===== src/hdl/ebh_params.svh =====
// Timing and field constants for the external bus handover block.
`ifndef EBH_PARAMS_SVH
`define EBH_PARAMS_SVH
`define EBH_SYNC_STAGES 2
`define EBH_ON_N 1'b0
`define EBH_OFF_N 1'b1
`endif


===== src/hdl/ebh_pkg.sv =====
// Types shared by the external bus handover block.
package ebh_pkg;
   // Memory strobes of the external interface, all active low.
   typedef struct packed
   {
      logic program_mem_select_n;
      logic data_mem_select_n;
      logic byte_mem_select_n;
      logic composite_mem_select_n;
      logic io_space_select_n;
      logic read_n;
      logic write_n;
   } ebh_strobe_t;

   // Handover states.
   typedef enum logic [1:0]
   {
      EBH_OWN,
      EBH_GRANTED,
      EBH_HUNG
   } ebh_state_t;
endpackage : ebh_pkg


===== src/hdl/ebh_bus_handover.sv =====
// External bus handover: yields the memory bus to an outside master on request.
// Contract
// Outside master holds bus request low for as long as it wants the bus.
// With no external access active, yield the bus the next cycle and stall.
// While yielding, float address, data and all memory strobes.
// While yielding, drive bus grant low.
// In run-until-external mode keep executing until an external access is needed.
// A request during an external access waits until the cycle after it ends.
// Grant at the end of an access even if its instruction is unfinished.
// Two accesses in one instruction: grant between them.
// On request release drop grant, drive the bus again, resume execution.
// Handover stays active during reset and boot loading.
// Granted and stalled needing external or byte DMA access: assert hung grant.
// Outside master releases the bus to let a stalled device continue.
// After return, drop grant and hung grant, then perform the pending access.
// Emulator enable selects emulator reset, request, grant; normal grant floats.
// During emulator single-step ignore normal reset and normal bus request.
// Bus request is synchronised to the processor clock before use.
`timescale 1ns/1ns
`default_nettype none
`include "ebh_params.svh"

// ==========================================================================
// Pin synchroniser
// ==========================================================================
// A chain of flops on sys_clk. Only the last stage leaves the module, so no
// logic can ever read the metastable first stage.
module ebh_sync
   import ebh_pkg::*;
#(
   parameter int STAGES = 2
)
(
   // Clock and enable.
   input wire logic sys_clk,
   input wire logic clk_en,
   // Asynchronous pin and its synchronised copy.
   input wire logic pin_in,
   output logic pin_sync
);

   logic [STAGES-1:0] sync_q, sync_d;

   // Shift the pin in at the bottom and hand out the top stage.
   always_comb
   begin
      sync_d = {sync_q[STAGES-2:0], pin_in};
      pin_sync = sync_q[STAGES-1];
   end

   // No reset here, so the chain keeps running while the chip is in reset.
   always_ff @(posedge sys_clk)
   begin
      if (clk_en)
      begin
         sync_q <= sync_d;
      end
   end

endmodule : ebh_sync

module ebh_bus_handover
   import ebh_pkg::*;
#(
   parameter int ADDR_W = 14,
   parameter int DATA_W = 24
)
(
   // Clock, reset and enable.
   input wire logic sys_clk,
   input wire logic reset_n,
   input wire logic clk_en,
   // Outside master pins.
   input wire logic bus_request_n,
   output logic bus_grant_n,
   output logic bus_grant_oe_n,
   output logic grant_hung_n,
   // Emulator pins.
   input wire logic emulator_enable,
   input wire logic emu_reset_n,
   input wire logic emu_bus_request_n,
   input wire logic emu_single_step,
   output logic emu_bus_grant_n,
   // Core side.
   input wire logic ext_access_busy,
   input wire logic ext_access_needed,
   input wire logic byte_mem_dma,
   input wire logic go_mode,
   output logic core_stall,
   output logic core_reset_n,
   // Core memory interface.
   input wire logic [ADDR_W-1:0] core_addr,
   input wire logic [DATA_W-1:0] core_wdata,
   input wire logic core_data_drive,
   input wire ebh_strobe_t core_strobe,
   // External memory pins, enables low while driven.
   output logic [ADDR_W-1:0] mem_addr,
   output logic mem_addr_oe_n,
   output logic [DATA_W-1:0] mem_data_out,
   output logic mem_data_oe_n,
   output ebh_strobe_t mem_strobe,
   output logic mem_strobe_oe_n
);

   // ==========================================================================
   // Input synchronisers
   // ==========================================================================
   logic breq_s;
   logic ebreq_s;
   logic ee_s;
   logic ss_s;
   logic rst_s;
   logic erst_s;

   // Each pin passes its own chain; the chains keep running through reset.
   ebh_sync #(
      .STAGES(`EBH_SYNC_STAGES)
   )
   i_breq_sync
   (
      .sys_clk(sys_clk),
      .clk_en(clk_en),
      .pin_in(bus_request_n),
      .pin_sync(breq_s)
   );

   ebh_sync #(
      .STAGES(`EBH_SYNC_STAGES)
   )
   i_ebreq_sync
   (
      .sys_clk(sys_clk),
      .clk_en(clk_en),
      .pin_in(emu_bus_request_n),
      .pin_sync(ebreq_s)
   );

   ebh_sync #(
      .STAGES(`EBH_SYNC_STAGES)
   )
   i_ee_sync
   (
      .sys_clk(sys_clk),
      .clk_en(clk_en),
      .pin_in(emulator_enable),
      .pin_sync(ee_s)
   );

   ebh_sync #(
      .STAGES(`EBH_SYNC_STAGES)
   )
   i_ss_sync
   (
      .sys_clk(sys_clk),
      .clk_en(clk_en),
      .pin_in(emu_single_step),
      .pin_sync(ss_s)
   );

   ebh_sync #(
      .STAGES(`EBH_SYNC_STAGES)
   )
   i_rst_sync
   (
      .sys_clk(sys_clk),
      .clk_en(clk_en),
      .pin_in(reset_n),
      .pin_sync(rst_s)
   );

   ebh_sync #(
      .STAGES(`EBH_SYNC_STAGES)
   )
   i_erst_sync
   (
      .sys_clk(sys_clk),
      .clk_en(clk_en),
      .pin_in(emu_reset_n),
      .pin_sync(erst_s)
   );

   // ==========================================================================
   // Source selection
   // ==========================================================================
   logic emu_on;
   logic req_active;
   logic ss_on;

   // Emulator mode swaps in the emulator pins; single step masks the normal ones.
   always_comb
   begin
      emu_on = ee_s;
      ss_on = ss_s;
      if (emu_on)
      begin
         req_active = (ebreq_s == `EBH_ON_N);
         core_reset_n = erst_s;
      end
      else if (ss_on)
      begin
         req_active = 1'b0;
         core_reset_n = `EBH_OFF_N;
      end
      else
      begin
         req_active = (breq_s == `EBH_ON_N);
         core_reset_n = rst_s;
      end
   end

   // ==========================================================================
   // Handover state machine
   // ==========================================================================
   // The state is deliberately not cleared by the chip reset while a request is pending: the request
   // logic must keep serving an outside master while the core is in reset.
   // Only the first sys_clk edge needs a defined value, so reset_n clears it
   // only when no request is pending.
   ebh_state_t state_q, state_d;
   logic granted;

   always_comb
   begin
      state_d = state_q;
      case (state_q)
         EBH_OWN:
         begin
            // Grant only between accesses, so an access never breaks mid-way.
            if (req_active && !ext_access_busy)
            begin
               state_d = EBH_GRANTED;
            end
         end
         EBH_GRANTED:
         begin
            if (!req_active)
            begin
               state_d = EBH_OWN;
            end
            else if (ext_access_needed || byte_mem_dma)
            begin
               state_d = EBH_HUNG;
            end
         end
         EBH_HUNG:
         begin
            if (!req_active)
            begin
               state_d = EBH_OWN;
            end
         end
         default:
         begin
            state_d = EBH_OWN;
         end
      endcase
   end

   // Reset also waits for the enable, so a low enable freezes every flop.
   always_ff @(posedge sys_clk)
   begin
      if (clk_en)
      begin
         if (!reset_n && !req_active)
         begin
            state_q <= EBH_OWN;
         end
         else
         begin
            state_q <= state_d;
         end
      end
   end

   // ==========================================================================
   // Pin and core outputs
   // ==========================================================================
   logic grant_q, grant_d;
   logic hung_q, hung_d;

   always_comb
   begin
      granted = (state_q != EBH_OWN);
      grant_d = (state_d != EBH_OWN);
      hung_d = (state_d == EBH_HUNG);
   end

   // Grant and hung flags are registered so the pins change cleanly.
   always_ff @(posedge sys_clk)
   begin
      if (clk_en)
      begin
         if (!reset_n && !req_active)
         begin
            grant_q <= 1'b0;
            hung_q <= 1'b0;
         end
         else
         begin
            grant_q <= grant_d;
            hung_q <= hung_d;
         end
      end
   end

   // Grant always drives bus_grant_n, floated in emulator mode; emu_bus_grant_n carries it only in emulator mode and reads high otherwise.
   always_comb
   begin
      bus_grant_n = grant_q ? `EBH_ON_N : `EBH_OFF_N;
      emu_bus_grant_n = (grant_q && emu_on) ? `EBH_ON_N : `EBH_OFF_N;
      bus_grant_oe_n = emu_on;
      grant_hung_n = hung_q ? `EBH_ON_N : `EBH_OFF_N;
      // Go mode lets the core run on until it needs the external bus.
      // Byte DMA runs beside the core, so in go mode only a core access stops execution.
      core_stall = granted && (!go_mode || ext_access_needed);
   end

   // Outputs float while the bus is granted away and drive again on return.
   always_comb
   begin
      mem_addr = core_addr;
      mem_data_out = core_wdata;
      mem_strobe = core_strobe;
      mem_addr_oe_n = grant_q;
      mem_strobe_oe_n = grant_q;
      mem_data_oe_n = grant_q || !core_data_drive;
   end

endmodule : ebh_bus_handover
`default_nettype wire


===== config.mk =====
export PLATFORM = sky130hd
export DESIGN_NAME = ebh_bus_handover
export DESIGN_NICKNAME = d
export VERILOG_FILES = /design/src/hdl/ebh_pkg.sv /design/src/hdl/ebh_bus_handover.sv
export VERILOG_INCLUDE_DIRS = /design/src /design/src/hdl
export SDC_FILE = /design/constraint.sdc
export NUM_CORES = 1
export LEC_CHECK = 0
export ABC_AREA = 1
export BUFFER_PORTS_ARGS = -buffer_cell sky130_fd_sc_hd__buf_4
export CAP_MARGIN = 20
export CORE_MARGIN = 2
export CORE_UTILIZATION = 36
export DETAILED_ROUTE_END_ITERATION = 10
export GPL_ROUTABILITY_DRIVEN = 0
export PLACE_DENSITY = 0.86
export SKIP_LAST_GASP = 1
export SLEW_MARGIN = 20
export SYNTH_ARGS = -nofsm -noshare
export SYNTH_HDL_FRONTEND = slang
export SYNTH_SLANG_ARGS = --single-unit
export TNS_END_PERCENT = 10

===== constraint.sdc =====
create_clock -name sys_clk -period 1.8 [get_ports sys_clk]
set_clock_uncertainty 0.1 [all_clocks]
set_input_delay 0.36 -clock sys_clk [delete_from_list [all_inputs] [get_ports sys_clk]]
set_output_delay 0.36 -clock sys_clk [all_outputs]
set_load 0.05 [all_outputs]

**Word level (Yosys, flattened, before mapping)**

Cells that the tools add are included.

- Equal/unequal tests: 3
- Mux-type cells: 12
- Reduce and logical (&&, ||, !) cells: 15
- Bitwise operators: 2

Operators by type and width:

| kind | number |
|---|---|
| 2-to-1 mux 2 bit | 4 |
| 2-to-1 mux 1 bit | 7 |
| one-hot mux 2 bit (3 select lines) | 1 |
| zero test 1 bit | 5 |
| equality test 2 bit (second input constant) | 2 |
| logical AND 1 bit | 4 |
| nonzero test 2 bit | 2 |
| logical OR 1 bit | 3 |
| equality test 2 x 1 -> 1 bit (second input constant) | 1 |
| zero test 2 bit | 1 |
| NOT 1 bit | 2 |

- Bits in registers: 16
- Bits of input ports: 58

**Logic depth before layout (Yosys ltp)**

Gate-level depths: netlist (run 1).

- Depth after elaboration: 7
- Mapped depth: 6

**By module**

A second synthesis (run 1) with hierarchy kept.

- Cells, all modules: 92
- Area, all modules: 964.7 µm²

Modules (own cells, without submodules):

| module | area an instance (µm²) | cells an instance | seq. area each (µm²) | instances |
|---|---|---|---|---|
| ebh_bus_handover | 604.3 | 80 | 120.1 | 1 |
| ebh_sync | 60.1 | 2 | 60.1 | 6 |

**Least setup slack after synthesis (run 1)**

No wires, ideal clock.

- Path kind: register -> output
- From: register grant_q (netlist: mem_addr_oe_n)
- To: output port mem_data_oe_n
- Stages on the path, launching flop included: 3
- Data arrival time: 1.470 ns
- Slack: -0.130 ns
- Path through: edfxtp_1 -> inv_1 -> nand2_1

- Word-level cells in the longest chain between the ends: 1

RTL lines:

| element | line | source |
|---|---|---|
| from (decl) | ebh_bus_handover.sv:277 | `logic grant_q, grant_d;` |
| from (signal assigned) | ebh_bus_handover.sv:299 | `grant_q <= grant_d;` |
| logical OR 1 bit | ebh_bus_handover.sv:325 | `mem_data_oe_n = grant_q \|\| !core_data_drive;` |
| to (decl) | ebh_bus_handover.sv:100 | `output logic mem_data_oe_n,` |

No other way between the ends.

**Worst setup path after layout (run 1)**

- From: register i_ee_sync.sync_q[1]
- To: output port core_reset_n

- Word-level cells in the longest chain between the ends: 1

RTL lines:

| element | line | source |
|---|---|---|
| from (decl) | ebh_bus_handover.sv:42 | `logic [STAGES-1:0] sync_q, sync_d;` |
| from (signal assigned) | ebh_bus_handover.sv:56 | `sync_q <= sync_d;` |
| 2-to-1 mux 1 bit | ebh_bus_handover.sv:194 | `if (emu_on)` |
| to (decl) | ebh_bus_handover.sv:90 | `output logic core_reset_n,` |

No other way between the ends.

==> results of run 1 <==
==> where the power goes <==
part	leakage, nW	internal, W	total, W	switching (W)
Combinational	0.224	0.0000470	0.000139	0.0000917
Sequential	0.158	0.000442	0.000453	0.0000109
Clock	0.0154	0.0000802	0.000180	0.0000998
==> final timing paths <==
| kind | start | endpoint | slack [ns] | cells after the start |
|---|---|---|---|---|
| max | i_ee_sync.sync_q[1] | core_reset_n | 0.19 | 4 |
| min | emu_bus_request_n | i_ebreq_sync.sync_q[0] | 0.15 | 1 |
| max reg2reg | state_q[0] | mem_addr_oe_n | 0.69 | 6 |
| min reg2reg | i_erst_sync.sync_q[0] | i_erst_sync.sync_q[1] | 0.32 | 0 |
==> layout make-up <==
class / instances / share of cell area, %
multi-input cells: 23 / 11.7
inverters: 11 / 4.90
repair buffers: 21 / 18.7
clock inverters: 1 / 0.446
clock buffers: 3 / 2.67
well taps: 30 / 4.46
flip-flops and latches: 16 / 57.1
==> cell usage in the layout, fill, tap and decap left out, drive strengths merged <==
master,count
buf,21
nand2,17
edfxtp,16
inv,11
nor2,4
clkbuf,3
a21oi,1
o21ai,1
clkinv,1
==> cell usage after synthesis <==
cell type / count / area share, %
sky130_fd_sc_hd__a21oi_1: 1 / 0.52
sky130_fd_sc_hd__buf_4: 46 / 36
sky130_fd_sc_hd__edfxtp_1: 16 / 50
sky130_fd_sc_hd__inv_1: 11 / 4.3
sky130_fd_sc_hd__nand2_1: 15 / 5.8
sky130_fd_sc_hd__nand2_2: 2 / 1.3
sky130_fd_sc_hd__nor2_1: 3 / 1.2
sky130_fd_sc_hd__nor2_2: 1 / 0.65
sky130_fd_sc_hd__o21ai_0: 1 / 0.52
==> critical path, stage by stage (launching register included) <==
cell                       delay [ns]
sky130_fd_sc_hd__edfxtp_1        0.46
sky130_fd_sc_hd__inv_1           0.10
sky130_fd_sc_hd__o21ai_0         0.08
sky130_fd_sc_hd__nand2_1         0.06
sky130_fd_sc_hd__buf_4           0.19
==> layer usage <==
layer / wire, um / global-route usage [%] / vias up
met5: 0 / 8.93 / -
met4: 46 / 5.92 / 0
met3: 428 / 10.5 / 6
met2: 808 / 16.7 / 69
met1: 412 / 8.04 / 178
li1: - / - / 209
==> stage by stage <==
step	TNS (ns)	utilization [%]	total power (W)	instance area, um^2
6_report	0	33.7	0.000771	842
3_3_place_gp	0	32.6	0.000600	816
5_1_grt	0	33.7	0.000819	842
2_1_floorplan	-0.0118	-	0.000815	966
3_5_place_dp	0	32.6	0.000602	816
4_1_cts	0	33.7	0.000783	842
==> state kept, by name (all words and copies together), names as in the netlist <==
register	cells
state_q	2
i_breq_sync.sync_q	2
i_ss_sync.sync_q	2
hung_q	1
mem_addr_oe_n	1
i_erst_sync.sync_q	2
i_rst_sync.sync_q	2
i_ee_sync.sync_q	2
i_ebreq_sync.sync_q	2
==> cells by family (layout without fill, tap and decap cells) <==
group           count (synthesis)  count (layout)  share of synthesized area (%)
compound gates                  2               2                           1.04
simple gates                   21              21                           8.96
buf+inv                        57              36                           40.1
flops                          16              16                           49.9
==> metrics.txt, run 1 <==
outcome complete, no violations; area grow syn2layout -12.6%; final number of hold-violating endpoints 0; cell area after synthesis 963 um^2; final max-slew violation count 0; die outline height 55.7 um; maximum number of buffers from clock root to sink 2; placed cells 101; Yosys Warn Count 0; nets in the synthesized netlist 154; setup slack after layout 0.190 ns; count of cell types in the netlist 9; combined area of the multi-input logic cells 98.8 um^2; worst hold slack after final layout 0.155 ns; setup bufs post-CTS 0; class of the tightest hold or removal check input port to flop; setup repair after global routing missed its margin false; category of the worst setup path launch point flop; 1st-iter DRT viols 6; Post-Route WL 1700 um; Worst Path Required 1.34 ns; Clk Latency, worst-skew pair 0.27 ns; wire per inst 16.2 um; Static Leak 0.398 nW; hold buffer count at CTS 0; Worst-Margin Slew 0.197 ns; post-synthesis sequential area ratio 49.9%; leftover overflow at the end of global routing 0; Filler Cells Inserted 231; worst supply voltage drop on vdd 0.450 mV; Final Non-Filler Cells 105; clock buffer count from CTS 3; GR Util All Layers 10.8%; deepest level of the CTS H-tree 1; MaxCap Viol Count 0; FMAX 621 MHz; power per cell area 916 nW/um^2; Resized Gates After CTS 0; crit end category output pin; via density per instance 4.40; final setup violation count 0; global-route wire length before repair 2540 um; flip-flop and latch count after synthesis 16; crit path DAT 1.15 ns; number of antenna repair diodes 0; HPWL reported at the end of detailed placement 1520 um; CTS tree built; total core area 2500 um^2; Post-DRT Antenna Nets 0; clock-pin slew on the worst setup and hold paths 0.09 ns; post-detailed-route DRC marker count 0; initial antenna violation count 0; largest net degree at the start of global routing 17; Buffers on Ports 21; initial core utilization 38.5%; min cycle time layout 1.61 ns; root buf cell sky130_fd_sc_hd__clkbuf_4; final worst path period share 89.5%; FF/Latch Area 480 um^2; # IOs 112; Num Clock Sinks 16; via count of the first global-routing pass 451; syn_area_per_cell 10.0 um^2; post-synthesis cell count 96; chip width 55.7 um; num rows 18; proportion of layout cells with a drive suffix above 1 37.3%; total number of vias 462; crit-path max FO 5; Crit Path Class flop to output pin; total iterations of the first detailed-routing run 2; worst setup slack before clock tree synthesis 0.475 ns; nets 134; Max-Slew Margin vs Limit 86.9%; Die Footprint 3110 um^2
Note: power is estimated with default switching activity, not from simulation.
==> inputs of run 2 (changes only) <==
--- a/config.mk
+++ b/config.mk
@@ -6,14 +6,13 @@
 export SDC_FILE = /design/constraint.sdc
 export NUM_CORES = 1
 export LEC_CHECK = 0
-export ABC_AREA = 1
 export BUFFER_PORTS_ARGS = -buffer_cell sky130_fd_sc_hd__buf_4
 export CAP_MARGIN = 20
 export CORE_MARGIN = 2
-export CORE_UTILIZATION = 36
+export CORE_UTILIZATION = 35
 export DETAILED_ROUTE_END_ITERATION = 10
 export GPL_ROUTABILITY_DRIVEN = 0
-export PLACE_DENSITY = 0.86
+export PLACE_DENSITY = 0.85
 export SKIP_LAST_GASP = 1
 export SLEW_MARGIN = 20
 export SYNTH_ARGS = -nofsm -noshare
==> run 2 against run 1 <==
  * Critical path depth down 1
  * Power up 0.43%
  * Via count shrank 3.2%
  * First-iteration DRC count increased to 2.5 times the previous value
  * Die area decreased by 0.20%
  * Largest cell class unchanged
==> metrics.txt, run 2 <==
global-route track usage on met1 7.29% (was 8.04%); area share of the largest cell type after synthesis 51.4% (was 49.9%); setup repair after global routing missed its margin false (unchanged); number of enable-type register cells in the synthesized netlist 16 (unchanged); category of the worst setup path launch point flop (unchanged); crit path DAT 1.18 ns (was 1.15 ns); most common library cell in the layout ignoring fill and taps sky130_fd_sc_hd__buf_4 (unchanged); FMAX 611 MHz (was 621 MHz); leftover overflow at the end of global routing 0 (unchanged); nets in the synthesized netlist 143 (was 154); commonest register cell after synthesis sky130_fd_sc_hd__edfxtp_1 (unchanged); chip width 55.7 um (about the same); area grow syn2layout -13.0% (was -12.6%); Final Non-Filler Cells 93 (was 105); total iterations of the first detailed-routing run 4 (was 2); post-detailed-route DRC marker count 0 (unchanged); count of cell types in the netlist 12 (was 9); hold buffer count at CTS 0 (unchanged); Max-Slew Margin vs Limit 67.2% (was 86.9%); via density per instance 4.81 (was 4.40); global-route wire length before repair 2930 um (was 2540 um); Buffers on Ports 21 (unchanged); final max-slew violation count 0 (unchanged); most used standard cell by instance count after synthesis sky130_fd_sc_hd__buf_4 (unchanged); global-route track usage on met2 21.4% (was 16.7%); share of flip-flops with an asynchronous set or reset 0% (unchanged); final worst path period share 90.9% (was 89.5%); deepest level of the CTS H-tree 1 (unchanged); setup slack of the most critical reg-to-reg path 0.40 ns (was 0.69 ns); setup slack after layout 0.164 ns (was 0.190 ns); clock-pin slew on the worst setup and hold paths 0.09 ns (about the same); Yosys Warn Count 0 (unchanged); crit end category output pin (unchanged); clock buffer count from CTS 3 (unchanged); Resized Gates After CTS 0 (unchanged); total number of vias 447 (was 462); Clk Latency, worst-skew pair 0.27 ns (about the same); Post-Route WL 2050 um (was 1700 um); placed cells 90 (was 101); leading post-synthesis cells by cell area sky130_fd_sc_hd__edfxtp_1 51%, sky130_fd_sc_hd__buf_4 37%, sky130_fd_sc_hd__a21oi_1 2.1% (was sky130_fd_sc_hd__edfxtp_1 50%, sky130_fd_sc_hd__buf_4 36%, sky130_fd_sc_hd__nand2_1 5.8%); combined area of the multi-input logic cells 104 um^2 (was 98.8 um^2); top cell types by occurrence after synthesis 46 x sky130_fd_sc_hd__buf_4, 16 x sky130_fd_sc_hd__edfxtp_1, 5 x sky130_fd_sc_hd__nor2_1 (was 46 x sky130_fd_sc_hd__buf_4, 16 x sky130_fd_sc_hd__edfxtp_1, 15 x sky130_fd_sc_hd__nand2_1); via count of the first global-routing pass 512 (was 451); final number of hold-violating endpoints 0 (unchanged); worst supply voltage drop on vdd 0.470 mV (was 0.450 mV); crit-path max FO 6 (was 5); Num Clock Sinks 16 (unchanged); num rows 18 (unchanged); number of antenna repair diodes 0 (unchanged); worst hold slack after final layout 0.154 ns (was 0.155 ns); post-synthesis cell count 85 (was 96); leading cell types in the layout, fill and taps excluded 21 x sky130_fd_sc_hd__buf_4, 16 x sky130_fd_sc_hd__edfxtp_1, 5 x sky130_fd_sc_hd__nor2_1, 4 x sky130_fd_sc_hd__a21oi_1 (was 21 x sky130_fd_sc_hd__buf_4, 16 x sky130_fd_sc_hd__edfxtp_1, 14 x sky130_fd_sc_hd__nand2_1, 11 x sky130_fd_sc_hd__inv_1); total core area 2500 um^2 (unchanged); post-synth top area cell sky130_fd_sc_hd__edfxtp_1 (unchanged); initial antenna violation count 0 (unchanged); wire per inst 22.0 um (was 16.2 um); initial core utilization 37.4% (was 38.5%); Static Leak 0.324 nW (was 0.398 nW); Worst-Margin Slew 0.487 ns (was 0.197 ns); Die Footprint 3100 um^2 (was 3110 um^2); GR Util All Layers 13.0% (was 10.8%); root buf cell sky130_fd_sc_hd__clkbuf_4 (unchanged); class of the tightest hold or removal check input port to flop (unchanged); nets 123 (was 134); min cycle time layout 1.64 ns (was 1.61 ns); final setup violation count 0 (unchanged); MaxCap Viol Count 0 (unchanged); proportion of layout cells with a drive suffix above 1 41.3% (was 37.3%); cell area after synthesis 935 um^2 (was 963 um^2); busiest metal layer after global routing met2 (unchanged); outcome complete, no violations (unchanged); largest net degree at the start of global routing 17 (unchanged); flip-flop and latch count after synthesis 16 (unchanged); CTS tree built (unchanged); met3 demand-to-capacity share in global routing 16.5% (was 10.5%); finished layout cell area 813 um^2 (was 842 um^2); worst setup slack before clock tree synthesis 0.375 ns (was 0.475 ns); setup bufs post-CTS 0 (unchanged); Filler Cells Inserted 244 (was 231); maximum number of buffers from clock root to sink 2 (unchanged); die outline height 55.7 um (about the same); Worst Path Required 1.34 ns (about the same); 1st-iter DRT viols 15 (was 6); syn_area_per_cell 11.0 um^2 (was 10.0 um^2); Crit Path Class flop to output pin (unchanged); power per cell area 952 nW/um^2 (was 916 nW/um^2); Post-DRT Antenna Nets 0 (unchanged); FF/Latch Area 480 um^2 (unchanged); # IOs 112 (unchanged); cell area reported after detailed placement 791 um^2 (was 816 um^2); post-synthesis sequential area ratio 51.4% (was 49.9%)
[run 2: cell count changes in the layout (fill, tap and decap cells not counted)]
cell,previous run,this run
sky130_fd_sc_hd__and2_1,0,1
sky130_fd_sc_hd__a21oi_1,1,4
sky130_fd_sc_hd__o21ai_2,0,1
sky130_fd_sc_hd__nor3_1,0,1
sky130_fd_sc_hd__nand2_2,3,1
sky130_fd_sc_hd__nor2_2,1,0
sky130_fd_sc_hd__nand2_1,14,3
sky130_fd_sc_hd__clkinv_1,1,0
sky130_fd_sc_hd__nand2b_1,0,1
sky130_fd_sc_hd__or3b_1,0,1
sky130_fd_sc_hd__inv_1,11,3
sky130_fd_sc_hd__a211oi_1,0,1
sky130_fd_sc_hd__nor2_1,3,5
[run 2: cell type report]
type,count,share of cell area (%)
multi-input cells,20,12.8
clock buffers,3,2.77
flip-flops and latches,16,59.1
inverters,3,1.38
well taps,30,4.62
repair buffers,21,19.4
[run 2: final timing paths]
| check | start | endpoint | cells past startpoint |
|---|---|---|---|
| max | state_q[0] | core_stall | 3 |
| min | emu_bus_request_n | i_ebreq_sync.sync_q[0] | 1 |
| min reg2reg | i_breq_sync.sync_q[0] | i_breq_sync.sync_q[1] | 0 |
| max reg2reg | i_ee_sync.sync_q[1] | mem_addr_oe_n | 2 |
[run 2: critical path, stage by stage, from the launching register on]
cell and delay, ns:
sky130_fd_sc_hd__edfxtp_1 0.46, sky130_fd_sc_hd__nor2_1 0.18, sky130_fd_sc_hd__a21oi_1 0.07, sky130_fd_sc_hd__buf_4 0.19
[run 2: cells by family after synthesis]
logic type             Yosys count  synth area share [%]
buffers and inverters           49                  38.2
and+or+nand+nor                 13                  6.43
AOI/OAI and AO/OA                7                  4.02
DFF                             16                  51.4
[run 2: report_power, final]
part | switching, W | total, W | internal (W)
logic | 0.0000933 | 0.000142 | 0.0000486
registers | 0.0000135 | 0.000456 | 0.000443
clock network | 0.0000989 | 0.000176 | 0.0000774
[run 2: through the flow]
step	utilization [%]	total power, W	TNS (ns)
after floorplan	-	0.000817	-0.0118
after global placement	31.6	0.000602	0
after detailed placement	31.6	0.000609	0
after CTS	32.5	0.000779	0
after global routing	32.5	0.000806	0
final	32.5	0.000775	0
[run 2: layer usage]
| layer | part of all wire [%] | up-vias | routed length (um) |
|---|---|---|---|
| li1 | - | 189 | - |
| met3 | 28 | 6 | 572 |
| met2 | 50 | 69 | 1020 |
| met5 | 1.5 | - | 30 |
| met1 | 20 | 181 | 403 |
| met4 | 0.83 | 2 | 17 |
